$ cat src/design/trap_pkg.sv
// Package for the trap entry and exit unit: constants, codes, carriers.
package trap_pkg;
    // Privilege levels
    localparam logic [1:0] PRIV_USER = 2'h0;
    localparam logic [1:0] PRIV_MACHINE = 2'h3;
    // Cause field layout
    localparam int CAUSE_INT_BIT = 31;
    localparam int CAUSE_CODE_MSB = 30;
    // Interrupt numbers
    localparam logic [30:0] IRQ_NMI = 31'h2;
    localparam logic [30:0] IRQ_SYSTEM_TICK_TIMER = 31'hC;
    localparam logic [30:0] IRQ_SOFTWARE = 31'hE;
    localparam logic [30:0] IRQ_EXT_FIRST = 31'h10;
    localparam logic [30:0] IRQ_EXT_LAST = 31'hFF;
    // Exception codes
    localparam logic [30:0] EXC_INSN_MISALIGN = 31'h0;
    localparam logic [30:0] EXC_FETCH_ACCESS = 31'h1;
    localparam logic [30:0] EXC_ILLEGAL_INSN = 31'h2;
    localparam logic [30:0] EXC_BREAKPOINT = 31'h3;
    localparam logic [30:0] EXC_LOAD_MISALIGN = 31'h4;
    localparam logic [30:0] EXC_LOAD_ACCESS = 31'h5;
    localparam logic [30:0] EXC_STORE_MISALIGN = 31'h6;
    localparam logic [30:0] EXC_STORE_ACCESS = 31'h7;
    localparam logic [30:0] EXC_ECALL_USER = 31'h8;
    localparam logic [30:0] EXC_ECALL_MACHINE = 31'hB;
    // Vector base layout and modes
    localparam int TVEC_BASE_LSB = 2;
    localparam logic [1:0] TVEC_MODE_DIRECT = 2'h0;
    localparam logic [1:0] TVEC_MODE_VECTORED = 2'h1;
    localparam int TVEC_SLOT_SHIFT = 2;
    // Status word field positions
    localparam int STATUS_MIE_BIT = 3;
    localparam int STATUS_MPIE_BIT = 7;
    localparam int STATUS_MPP_LSB = 11;
    localparam int STATUS_MPP_MSB = 12;
    // CSR addresses for software access
    localparam logic [11:0] CSR_STATUS = 12'h300;
    localparam logic [11:0] CSR_TVEC = 12'h305;
    localparam logic [11:0] CSR_EPC = 12'h341;
    localparam logic [11:0] CSR_CAUSE = 12'h342;
    localparam logic [11:0] CSR_TVAL = 12'h343;
    // Reset values
    localparam logic [31:0] RESET_WORD = 32'h0000_0000;
    localparam logic [31:0] RESET_STATUS = 32'h0000_1800;

    // Trap report from the pipeline
    typedef struct packed {
        logic valid;
        logic is_irq;
        logic [30:0] code;
        logic [31:0] pc;
        logic [31:0] value;
    } trap_req_t;

    // CSR access from the pipeline
    typedef struct packed {
        logic wr;
        logic [11:0] addr;
        logic [31:0] wdata;
    } csr_req_t;

    // Fetch redirect to the pipeline
    typedef struct packed {
        logic valid;
        logic flush;
        logic [31:0] target;
    } redirect_t;

    // Trap unit state
    typedef struct packed {
        logic [31:0] cause;
        logic [31:0] tvec;
        logic [31:0] epc;
        logic [31:0] tval;
        logic mie;
        logic mpie;
        logic [1:0] mpp;
        logic [1:0] priv;
        redirect_t redir;
        logic [31:0] rdata;
    } trap_state_t;
endpackage

$ cat src/design/trap_entry_exit_unit.sv
// Trap entry and exit unit: cause, return PC, fault value, status and privilege.

// Summary of operation
// - Cause bit 31 is one for interrupts, zero for exceptions.
// - Interrupt code is its number: 2 nmi, 12 tick timer, 14 software, 16-255 external.
// - Fetch side codes: 0 misaligned, 1 access error, 2 illegal, 3 breakpoint.
// - Data side codes 4 to 7; access errors arrive imprecisely, late.
// - Environment call from user gives code 8, from machine code 11.
// - Handler base is vector bits 31:2; mode 0 uses that one address.
// - Mode 1 branches to base plus trap number times four.
// - Vector slots are fetched as ordinary code, any instruction allowed.
// - Exception entry saves the PC of the faulting instruction.
// - Interrupt entry saves the PC of the next unexecuted instruction.
// - Return PC is software writable and used by the next mret.
// - Memory access faults record the faulting address as fault value.
// - Illegal instruction records its encoding as fault value.
// - Hardware breakpoint records the matching PC as fault value.
// - Other exceptions and all interrupts clear the fault value.
// - Entry copies the interrupt enable into the previous enable bit.
// - Entry records the prior privilege in the previous privilege field.
// - Entry leaves the interrupt enable unchanged to allow nesting.
// - Any trap switches privilege to machine mode.
// - mret redirects fetch to the saved return PC.
// - mret restores enable from previous enable and privilege from field.
// - mret with field 00 enters user mode, 11 stays in machine mode.
// - After reset the core runs in machine mode.
module trap_entry_exit_unit
    import trap_pkg::*;
(
    input wire logic ref_clk,
    input wire logic reset_n,
    input trap_req_t trap_req,
    input wire logic mret_req,
    input wire logic csr_rd,
    input csr_req_t csr_req,
    output logic [31:0] csr_rdata,
    output redirect_t redirect,
    output logic [1:0] priv_mode,
    output logic irq_enable
);

    // Interface timing, as seen by the pipeline:
    // - a trap, an mret or a CSR write is taken on the edge where it is presented;
    // - the redirect and all register updates appear one cycle later, together;
    // - the redirect stands for one cycle only, privilege and enable until changed;
    // - read data follows its strobe by one cycle and reads zero otherwise.
    // Priority is trap, then mret, then CSR write; the losers are not retried.
    // Limitations: only user and machine privilege exist, and vectored mode
    // offsets by the low 30 code bits, plenty for trap numbers up to 255.
    // Reserved vector modes 2 and 3 fall back to the single entry address.
    // The fault value is taken from the pipeline as reported; the pipeline is
    // expected to give zero for a software breakpoint and a hardware match PC.
    // Access errors arrive late, so their return PC may lie past the fault.
    // A CSR read in the same cycle as a trap sees the state before the trap.
    // Status bits other than enable, previous enable and previous privilege
    // read zero and ignore writes.
    // No counters and no long timing: every response takes one cycle.
    // All state lives in one packed struct: one process computes the next copy,
    // one register stores it, and every output is a field of that register.

    // State register and its next value
    trap_state_t s_q;
    trap_state_t s_d;

    // Memory access faults: misaligned or failed fetch, load and store
    function automatic logic is_mem_fault(input logic [30:0] code);
        logic f;
        f = 1'b0;
        unique case (code)
            EXC_INSN_MISALIGN, EXC_FETCH_ACCESS: begin
                f = 1'b1;
            end
            EXC_LOAD_MISALIGN, EXC_LOAD_ACCESS: begin
                f = 1'b1;
            end
            // Access errors are imprecise: the address is kept, the PC may be late
            EXC_STORE_MISALIGN, EXC_STORE_ACCESS: begin
                f = 1'b1;
            end
            default: begin
                f = 1'b0;
            end
        endcase
        return f;
    endfunction

    // Fault value chosen per cause; ecall, interrupts and the rest read zero
    function automatic logic [31:0] fault_value(input trap_req_t r);
        logic [31:0] v;
        v = RESET_WORD;
        if (!r.is_irq) begin
            if (is_mem_fault(r.code)) begin
                v = r.value;
            end
            if (r.code == EXC_ILLEGAL_INSN) begin
                v = r.value;
            end
            // Breakpoint value comes from the pipeline: match PC, or zero for ebreak
            if (r.code == EXC_BREAKPOINT) begin
                v = r.value;
            end
        end
        return v;
    endfunction

    // Vector slot offset: four bytes per trap number
    function automatic logic [31:0] vector_offset(input logic [30:0] code);
        logic [31:0] o;
        // Top code bit would shift out; trap numbers stop at 255 anyway
        o = {code[29:0], 2'h0};
        return o;
    endfunction

    // Handler address from base and mode; reserved modes behave as direct
    function automatic logic [31:0] handler_addr(input logic [31:0] tvec, input logic [30:0] code);
        logic [31:0] base;
        base = {tvec[31:TVEC_BASE_LSB], 2'h0};
        if (tvec[1:0] == TVEC_MODE_VECTORED) begin
            // Slot holds an instruction fetched normally, usually a jump
            return base + vector_offset(code);
        end
        return base;
    endfunction

    // Status word image with unused bits reading zero
    function automatic logic [31:0] status_word(input trap_state_t s);
        logic [31:0] w;
        w = RESET_WORD;
        w[STATUS_MIE_BIT] = s.mie;
        w[STATUS_MPIE_BIT] = s.mpie;
        w[STATUS_MPP_MSB:STATUS_MPP_LSB] = s.mpp;
        return w;
    endfunction

    // Register selects; the same decode serves the read port
    typedef struct packed {
        logic status;
        logic tvec;
        logic epc;
        logic cause;
        logic tval;
    } csr_sel_t;

    // One-hot select for a CSR address; unmapped addresses select nothing
    function automatic csr_sel_t csr_select(input logic [11:0] addr);
        csr_sel_t sel;
        sel = '0;
        unique case (addr)
            CSR_STATUS: begin
                sel.status = 1'b1;
            end
            CSR_TVEC: begin
                sel.tvec = 1'b1;
            end
            CSR_EPC: begin
                sel.epc = 1'b1;
            end
            CSR_CAUSE: begin
                sel.cause = 1'b1;
            end
            CSR_TVAL: begin
                sel.tval = 1'b1;
            end
            default: begin
                sel = '0;
            end
        endcase
        return sel;
    endfunction

    // Cause word: interrupt flag on top, number or exception code below
    // The pipeline reports codes already in the documented numbering
    function automatic logic [31:0] cause_word(input trap_req_t r);
        logic [31:0] w;
        w = RESET_WORD;
        w[CAUSE_INT_BIT] = r.is_irq;
        w[CAUSE_CODE_MSB:0] = r.code;
        return w;
    endfunction

    // Only user and machine exist; any other previous-privilege value counts as machine
    // so that a stray field value can never lower privilege
    function automatic logic [1:0] legal_priv(input logic [1:0] p);
        logic [1:0] q;
        q = PRIV_MACHINE;
        if (p == PRIV_USER) begin
            q = PRIV_USER;
        end
        return q;
    endfunction

    // Entry status: previous enable and privilege take the current ones
    function automatic trap_state_t stack_status(input trap_state_t s);
        trap_state_t n;
        n = s;
        n.mpie = s.mie;
        n.mpp = s.priv;
        // Enable is kept, not cleared: nested machine interrupts stay possible
        n.mie = s.mie;
        n.priv = PRIV_MACHINE;
        return n;
    endfunction

    // Return status: enable and privilege come back, previous enable set, previous privilege user
    function automatic trap_state_t unstack_status(input trap_state_t s);
        trap_state_t n;
        n = s;
        n.mie = s.mpie;
        n.priv = legal_priv(s.mpp);
        n.mpie = 1'b1;
        n.mpp = PRIV_USER;
        return n;
    endfunction

    // One-cycle redirect that also flushes younger instructions
    function automatic redirect_t redirect_pulse(input logic [31:0] target);
        redirect_t p;
        p.valid = 1'b1;
        p.flush = 1'b1;
        p.target = target;
        return p;
    endfunction

    // Trap entry: every field and the redirect change in one cycle, so no
    // younger instruction can see a half-updated state
    function automatic trap_state_t enter_trap(input trap_state_t s, input trap_req_t r);
        trap_state_t n;
        n = stack_status(s);
        n.cause = cause_word(r);
        // Pipeline supplies the faulting PC for exceptions, next PC for interrupts
        n.epc = r.pc;
        n.tval = fault_value(r);
        n.redir = redirect_pulse(handler_addr(s.tvec, r.code));
        return n;
    endfunction

    // Trap return: fetch resumes at the saved return PC, which software
    // may have moved past the trapping instruction
    function automatic trap_state_t leave_trap(input trap_state_t s);
        trap_state_t n;
        n = unstack_status(s);
        n.redir = redirect_pulse(s.epc);
        return n;
    endfunction

    // Read data for the selected register; unmapped addresses read zero
    function automatic logic [31:0] csr_read(input trap_state_t s, input csr_sel_t sel);
        logic [31:0] d;
        d = RESET_WORD;
        // Selects are one-hot, so at most one branch fires
        if (sel.status) begin
            d = status_word(s);
        end
        if (sel.tvec) begin
            d = s.tvec;
        end
        if (sel.epc) begin
            d = s.epc;
        end
        if (sel.cause) begin
            d = s.cause;
        end
        if (sel.tval) begin
            d = s.tval;
        end
        return d;
    endfunction

    // Next state: trap entry wins over mret, which wins over a CSR write.
    // A lower-priority request in the same cycle is dropped, not queued:
    // the pipeline flushes it anyway when the redirect lands.
    always_comb begin
        s_d = s_q;
        s_d.redir = '0;
        if (trap_req.valid) begin
            s_d = enter_trap(s_q, trap_req);
        end else if (mret_req) begin
            s_d = leave_trap(s_q);
        end else if (csr_req.wr) begin
            unique case (csr_req.addr)
                CSR_STATUS: begin
                    s_d.mie = csr_req.wdata[STATUS_MIE_BIT];
                    s_d.mpie = csr_req.wdata[STATUS_MPIE_BIT];
                    s_d.mpp = (csr_req.wdata[STATUS_MPP_MSB:STATUS_MPP_LSB] == PRIV_USER) ? PRIV_USER
                                                                                        : PRIV_MACHINE;
                end
                CSR_TVEC: begin
                    // Handler base and mode
                    s_d.tvec = csr_req.wdata;
                end
                CSR_EPC: begin
                    // Bit 0 forced clear so a return never fetches from an odd address
                    s_d.epc = {csr_req.wdata[31:1], 1'b0};
                end
                CSR_CAUSE: begin
                    // Writable so software can fake or clear a cause
                    s_d.cause = csr_req.wdata;
                end
                CSR_TVAL: begin
                    s_d.tval = csr_req.wdata;
                end
                default: begin
                    // Unmapped write: nothing changes
                    s_d.tvec = s_q.tvec;
                end
            endcase
        end
        // Registered read port: a read in the cycle of a write returns the old value
        s_d.rdata = RESET_WORD;
        if (csr_rd) begin
            s_d.rdata = csr_read(s_q, csr_select(csr_req.addr));
        end
    end

    // State register; power-up lands in machine mode with every word cleared
    always_ff @(posedge ref_clk or negedge reset_n) begin
        if (!reset_n) begin
            s_q.cause <= RESET_WORD;
            s_q.tvec <= RESET_WORD;
            s_q.epc <= RESET_WORD;
            s_q.tval <= RESET_WORD;
            s_q.mie <= 1'b0;
            s_q.mpie <= 1'b0;
            // Previous privilege reads machine so an early mret stays in machine
            s_q.mpp <= PRIV_MACHINE;
            s_q.priv <= PRIV_MACHINE;
            s_q.redir <= '0;
            s_q.rdata <= RESET_WORD;
        end else begin
            s_q <= s_d;
        end
    end

    // Outputs straight from the state register; nothing combinational reaches a pin
    // Read data, zero unless a read was strobed the cycle before
    assign csr_rdata = s_q.rdata;
    // Redirect pulse with flush, one cycle wide
    assign redirect = s_q.redir;
    // Current privilege level
    assign priv_mode = s_q.priv;
    // Machine interrupt enable
    assign irq_enable = s_q.mie;

endmodule

$ cat config.mk
export PLATFORM = sky130hd
export DESIGN_NAME = trap_entry_exit_unit
export DESIGN_NICKNAME = d
export VERILOG_FILES = /design/src/design/trap_pkg.sv /design/src/design/trap_entry_exit_unit.sv
export SDC_FILE = /design/constraint.sdc
export NUM_CORES = 1
export LEC_CHECK = 0
export ABC_AREA = 1
export BUFFER_PORTS_ARGS = -buffer_cell sky130_fd_sc_hd__buf_4
export CORE_MARGIN = 5
export CORE_UTILIZATION = 30
export DETAILED_ROUTE_END_ITERATION = 10
export HOLD_SLACK_MARGIN = 0.12
export MAX_ROUTING_LAYER = met4
export PLACE_DENSITY = 0.48
export SLEW_MARGIN = 0
export SYNTH_ARGS = -nofsm -noshare
export SYNTH_HDL_FRONTEND = slang
export SYNTH_SLANG_ARGS = --single-unit
$ cat constraint.sdc
create_clock -name ref_clk -period 2.15 [get_ports ref_clk]
set_input_delay 0.1075 -clock ref_clk [delete_from_list [all_inputs] [get_ports ref_clk]]
set_output_delay 0.1075 -clock ref_clk [all_outputs]
set_load 0.05 [all_outputs]
==> impl_metrics.json <==
{
  "p_leak_nw": 8.60,
  "power_density_nw_per_um2": 541,
  "hold_slack_ns": 0.115,
  "finalSetupTns_ns": 0,
  "fin_skew_ns": 0.0145,
  "synth-seq-area-share": 0.402,
  "fin_nets": 2138,
  "fin_crit_sh": 0.967,
  "final-hold-violation-count": 0,
  "core_area_um2": 40600,
  "drt_iter0_markers": 766,
  "postRouteAntennaNets": 0,
  "yosysWarningCount": 0,
  "gr-total-overflow": 0,
  "ir_worst_vdd_mv": 0.518,
  "synth.avg_cell_area_um2": 7.60,
  "die_area_um2": 45000,
  "h-tree-depth": 4,
  "via_per_inst": 4.91,
  "outcome": "complete, no violations",
  "netlist_area_um2": 12300,
  "yosys.area.top_type_share": 0.398,
  "pin_count": 215,
  "hpwl_mm": 39.0,
  "drtPass1Iterations": 5,
  "cpMaxStageDelayCell": "dfrtp_1",
  "maxCapViolations": 0,
  "cts_buffers": 17,
  "grtUsageTotal": 0.235,
  "antenna_cells": 0,
  "cts_tree": "yes",
  "dieWidth_um": 212,
  "syn_inst": 1614,
  "drv_slew": 0,
  "critPathKind": "reg2reg",
  "fillers": 4138,
  "ys_ff_latch": 197,
  "finalSetupViolations": 0,
  "hold_path_class": "in2reg",
  "clkSlewWorstSetupHoldPaths_ns": 0.08,
  "p_total_mw": 9.22,
  "layout-drive-gt1-share": 0.241,
  "area_growth_syn_to_layout_pct": 38.8,
  "place.gp.congestion": 0.928,
  "crit_fanout": 3,
  "synth_area_leaders": "dfrtp_1 (40%), nand2_1 (16%), inv_1 (5.1%)",
  "mostFrequentLayoutCell": "nand2_1",
  "worst-path-buf-inv": 2,
  "grt_pass1_wl_mm": 77.9,
  "period_needed_ns": 2.08,
  "cpPeakStageDelay_ns": 0.40,
  "final_cell_mix": "nand2_1 (501), buf_4 (298), dfrtp_1 (194)",
  "grt_pass1_vias": 12900,
  "required_ns": 2.47,
  "cp.arrival_ns": 2.40,
  "vias": 12300,
  "post-route-drc-count": 0,
  "fmax_mhz": 481,
  "rows": 74,
  "finalNonFillerCells": 2507,
  "cts_sinks": 197,
  "synth.net_count": 1790,
  "clock_path_buffers": 2,
  "yosys.area.top_type": "dfrtp_1",
  "place_inst": 2308,
  "max_slew_margin": 0.559,
  "postLayoutCoreUtil": 0.419,
  "antenna_found_initial": 0,
  "wl_per_cell_um": 20.6,
  "endpoint_kind": "flop",
  "critPathTopFamily": "simple AND/OR/NAND/NOR gates",
  "cts-root-buf": "clkbuf_16",
  "die_h_um": 212,
  "portBuffers": 214,
  "multi_input_area_um2": 6060,
  "start_kind": "flop",
  "wl_mm": 51.6,
  "grt_max_degree": 64,
  "clk_latency_ns": 0.46,
  "register_area_um2": 4930,
  "crit_path_cell_trace": "ha_1, buf_4, a21oi_1, nand2_2, nand2_1, nand2_2, nand2_1, nand2_2, buf_4, xor2_1, o21ai_0, nand2_1",
  "tightest_slew_ns": 0.657,
  "synth_cell_types": 46,
  "initial_core_util": 0.302
}
[Yosys cell counts (all sizes together)]
cell type,instances
a21o,2
xnor2,2
nor2,123
nor3,13
o21bai,5
o211ai,60
clkinv,3
nand2,518
a41oi,2
nand4,39
dfstp,2
a21oi,99
a31oi,1
o21ai,79
o21a,1
inv,176
dfrtp,195
xor2,12
clkbuf,29
o22ai,2
nor4,3
nand3,44
or2,3
ha,29
mux2,18
a32o,1
fa,1
o221ai,36
a22oi,2
buf,114
[logic make-up (layout without fill, tap and decap cells)]
| group | after synthesis | after routing | synth area share |
|---|---|---|---|
| adder cells (fa/ha/maj) | 30 | 30 | 0.0312 |
| flip-flops | 197 | 197 | 0.402 |
| buffers and inverters | 322 | 683 | 0.130 |
| XOR/XNOR | 14 | 14 | 0.0100 |
| multiplexers | 18 | 18 | 0.0211 |
| AO/OA/AOI/OAI | 290 | 290 | 0.158 |
| AND/OR/NAND/NOR | 743 | 743 | 0.247 |
[worst paths after layout]
kind,startpoint,end,slack (ns),depth (start not counted)
worst max register to register,s_q[141],redirect[12],0.07,12
min in group asynchronous,reset_n,redirect[19],0.15,2
max in group asynchronous,reset_n,s_q[110],1.18,3
worst min register to register,s_q[98],s_q[98],0.48,2
worst min-delay path,trap_req[18],s_q[90],0.11,7
worst max-delay path,s_q[141],redirect[12],0.07,12
[layout make-up]
class	instances	area share
Inverter	179	0.0399
Clock buffer	17	0.0250
Timing Repair Buffer	472	0.239
Sequential cell	197	0.290
Tap cell	532	0.0391
Multi-Input combinational cell	1095	0.356
Clock inverter	15	0.0112
[layer usage]
metal | vias to the layer above | GRT usage | part of all wire
met5 | - | - | 0
met4 | 0 | 0.0673 | 0.028
met3 | 65 | 0.0292 | 0.046
met2 | 366 | 0.412 | 0.51
met1 | 5986 | 0.287 | 0.42
li1 | 5902 | - | -
[repair_timing]
| action | 4_1_cts | 5_1_grt |
|---|---|---|
| setup endpoints to repair | 6 | 47 |
| resized for setup | 6 | 60 |
| hold buffers | 164 | 0 |
| buffers inserted | 0 | 3 |
| pin swaps | 0 | 7 |
| hold endpoints to repair | 309 | 0 |
[power by group]
part	internal (mW)	switching, mW	total [mW]
combinational	0.757	0.963	1.72
sequential	3.89	0.113	4.00
clock	1.86	1.63	3.50
total	6.51	2.71	9.22
[worst min-delay path, cell delays in order]
cell	delay (ns)
buf_4	0.11
inv_1	0.06
nor2_1	0.05
nand4_1	0.08
nand2_1	0.05
nand2_1	0.05
nand2_1	0.05
[state kept, by name, indices dropped and copies added (netlist names)]
signal	cells
redirect	33
priv_mode	1
irq_enable	1
csr_rdata	32
s_q	130
[through the flow]
| stage | instance area [um^2] | setup slack (ns) |
|---|---|---|
| after detailed placement | 14400 | -0.0474 |
| after global placement | 14400 | -0.0745 |
| after global routing | 17000 | -0.0457 |
| final | 17000 | 0.0704 |
| after floorplan | 12300 | 0.196 |
| after CTS | 16700 | 0.00149 |
(Power assumes the default switching activity.)
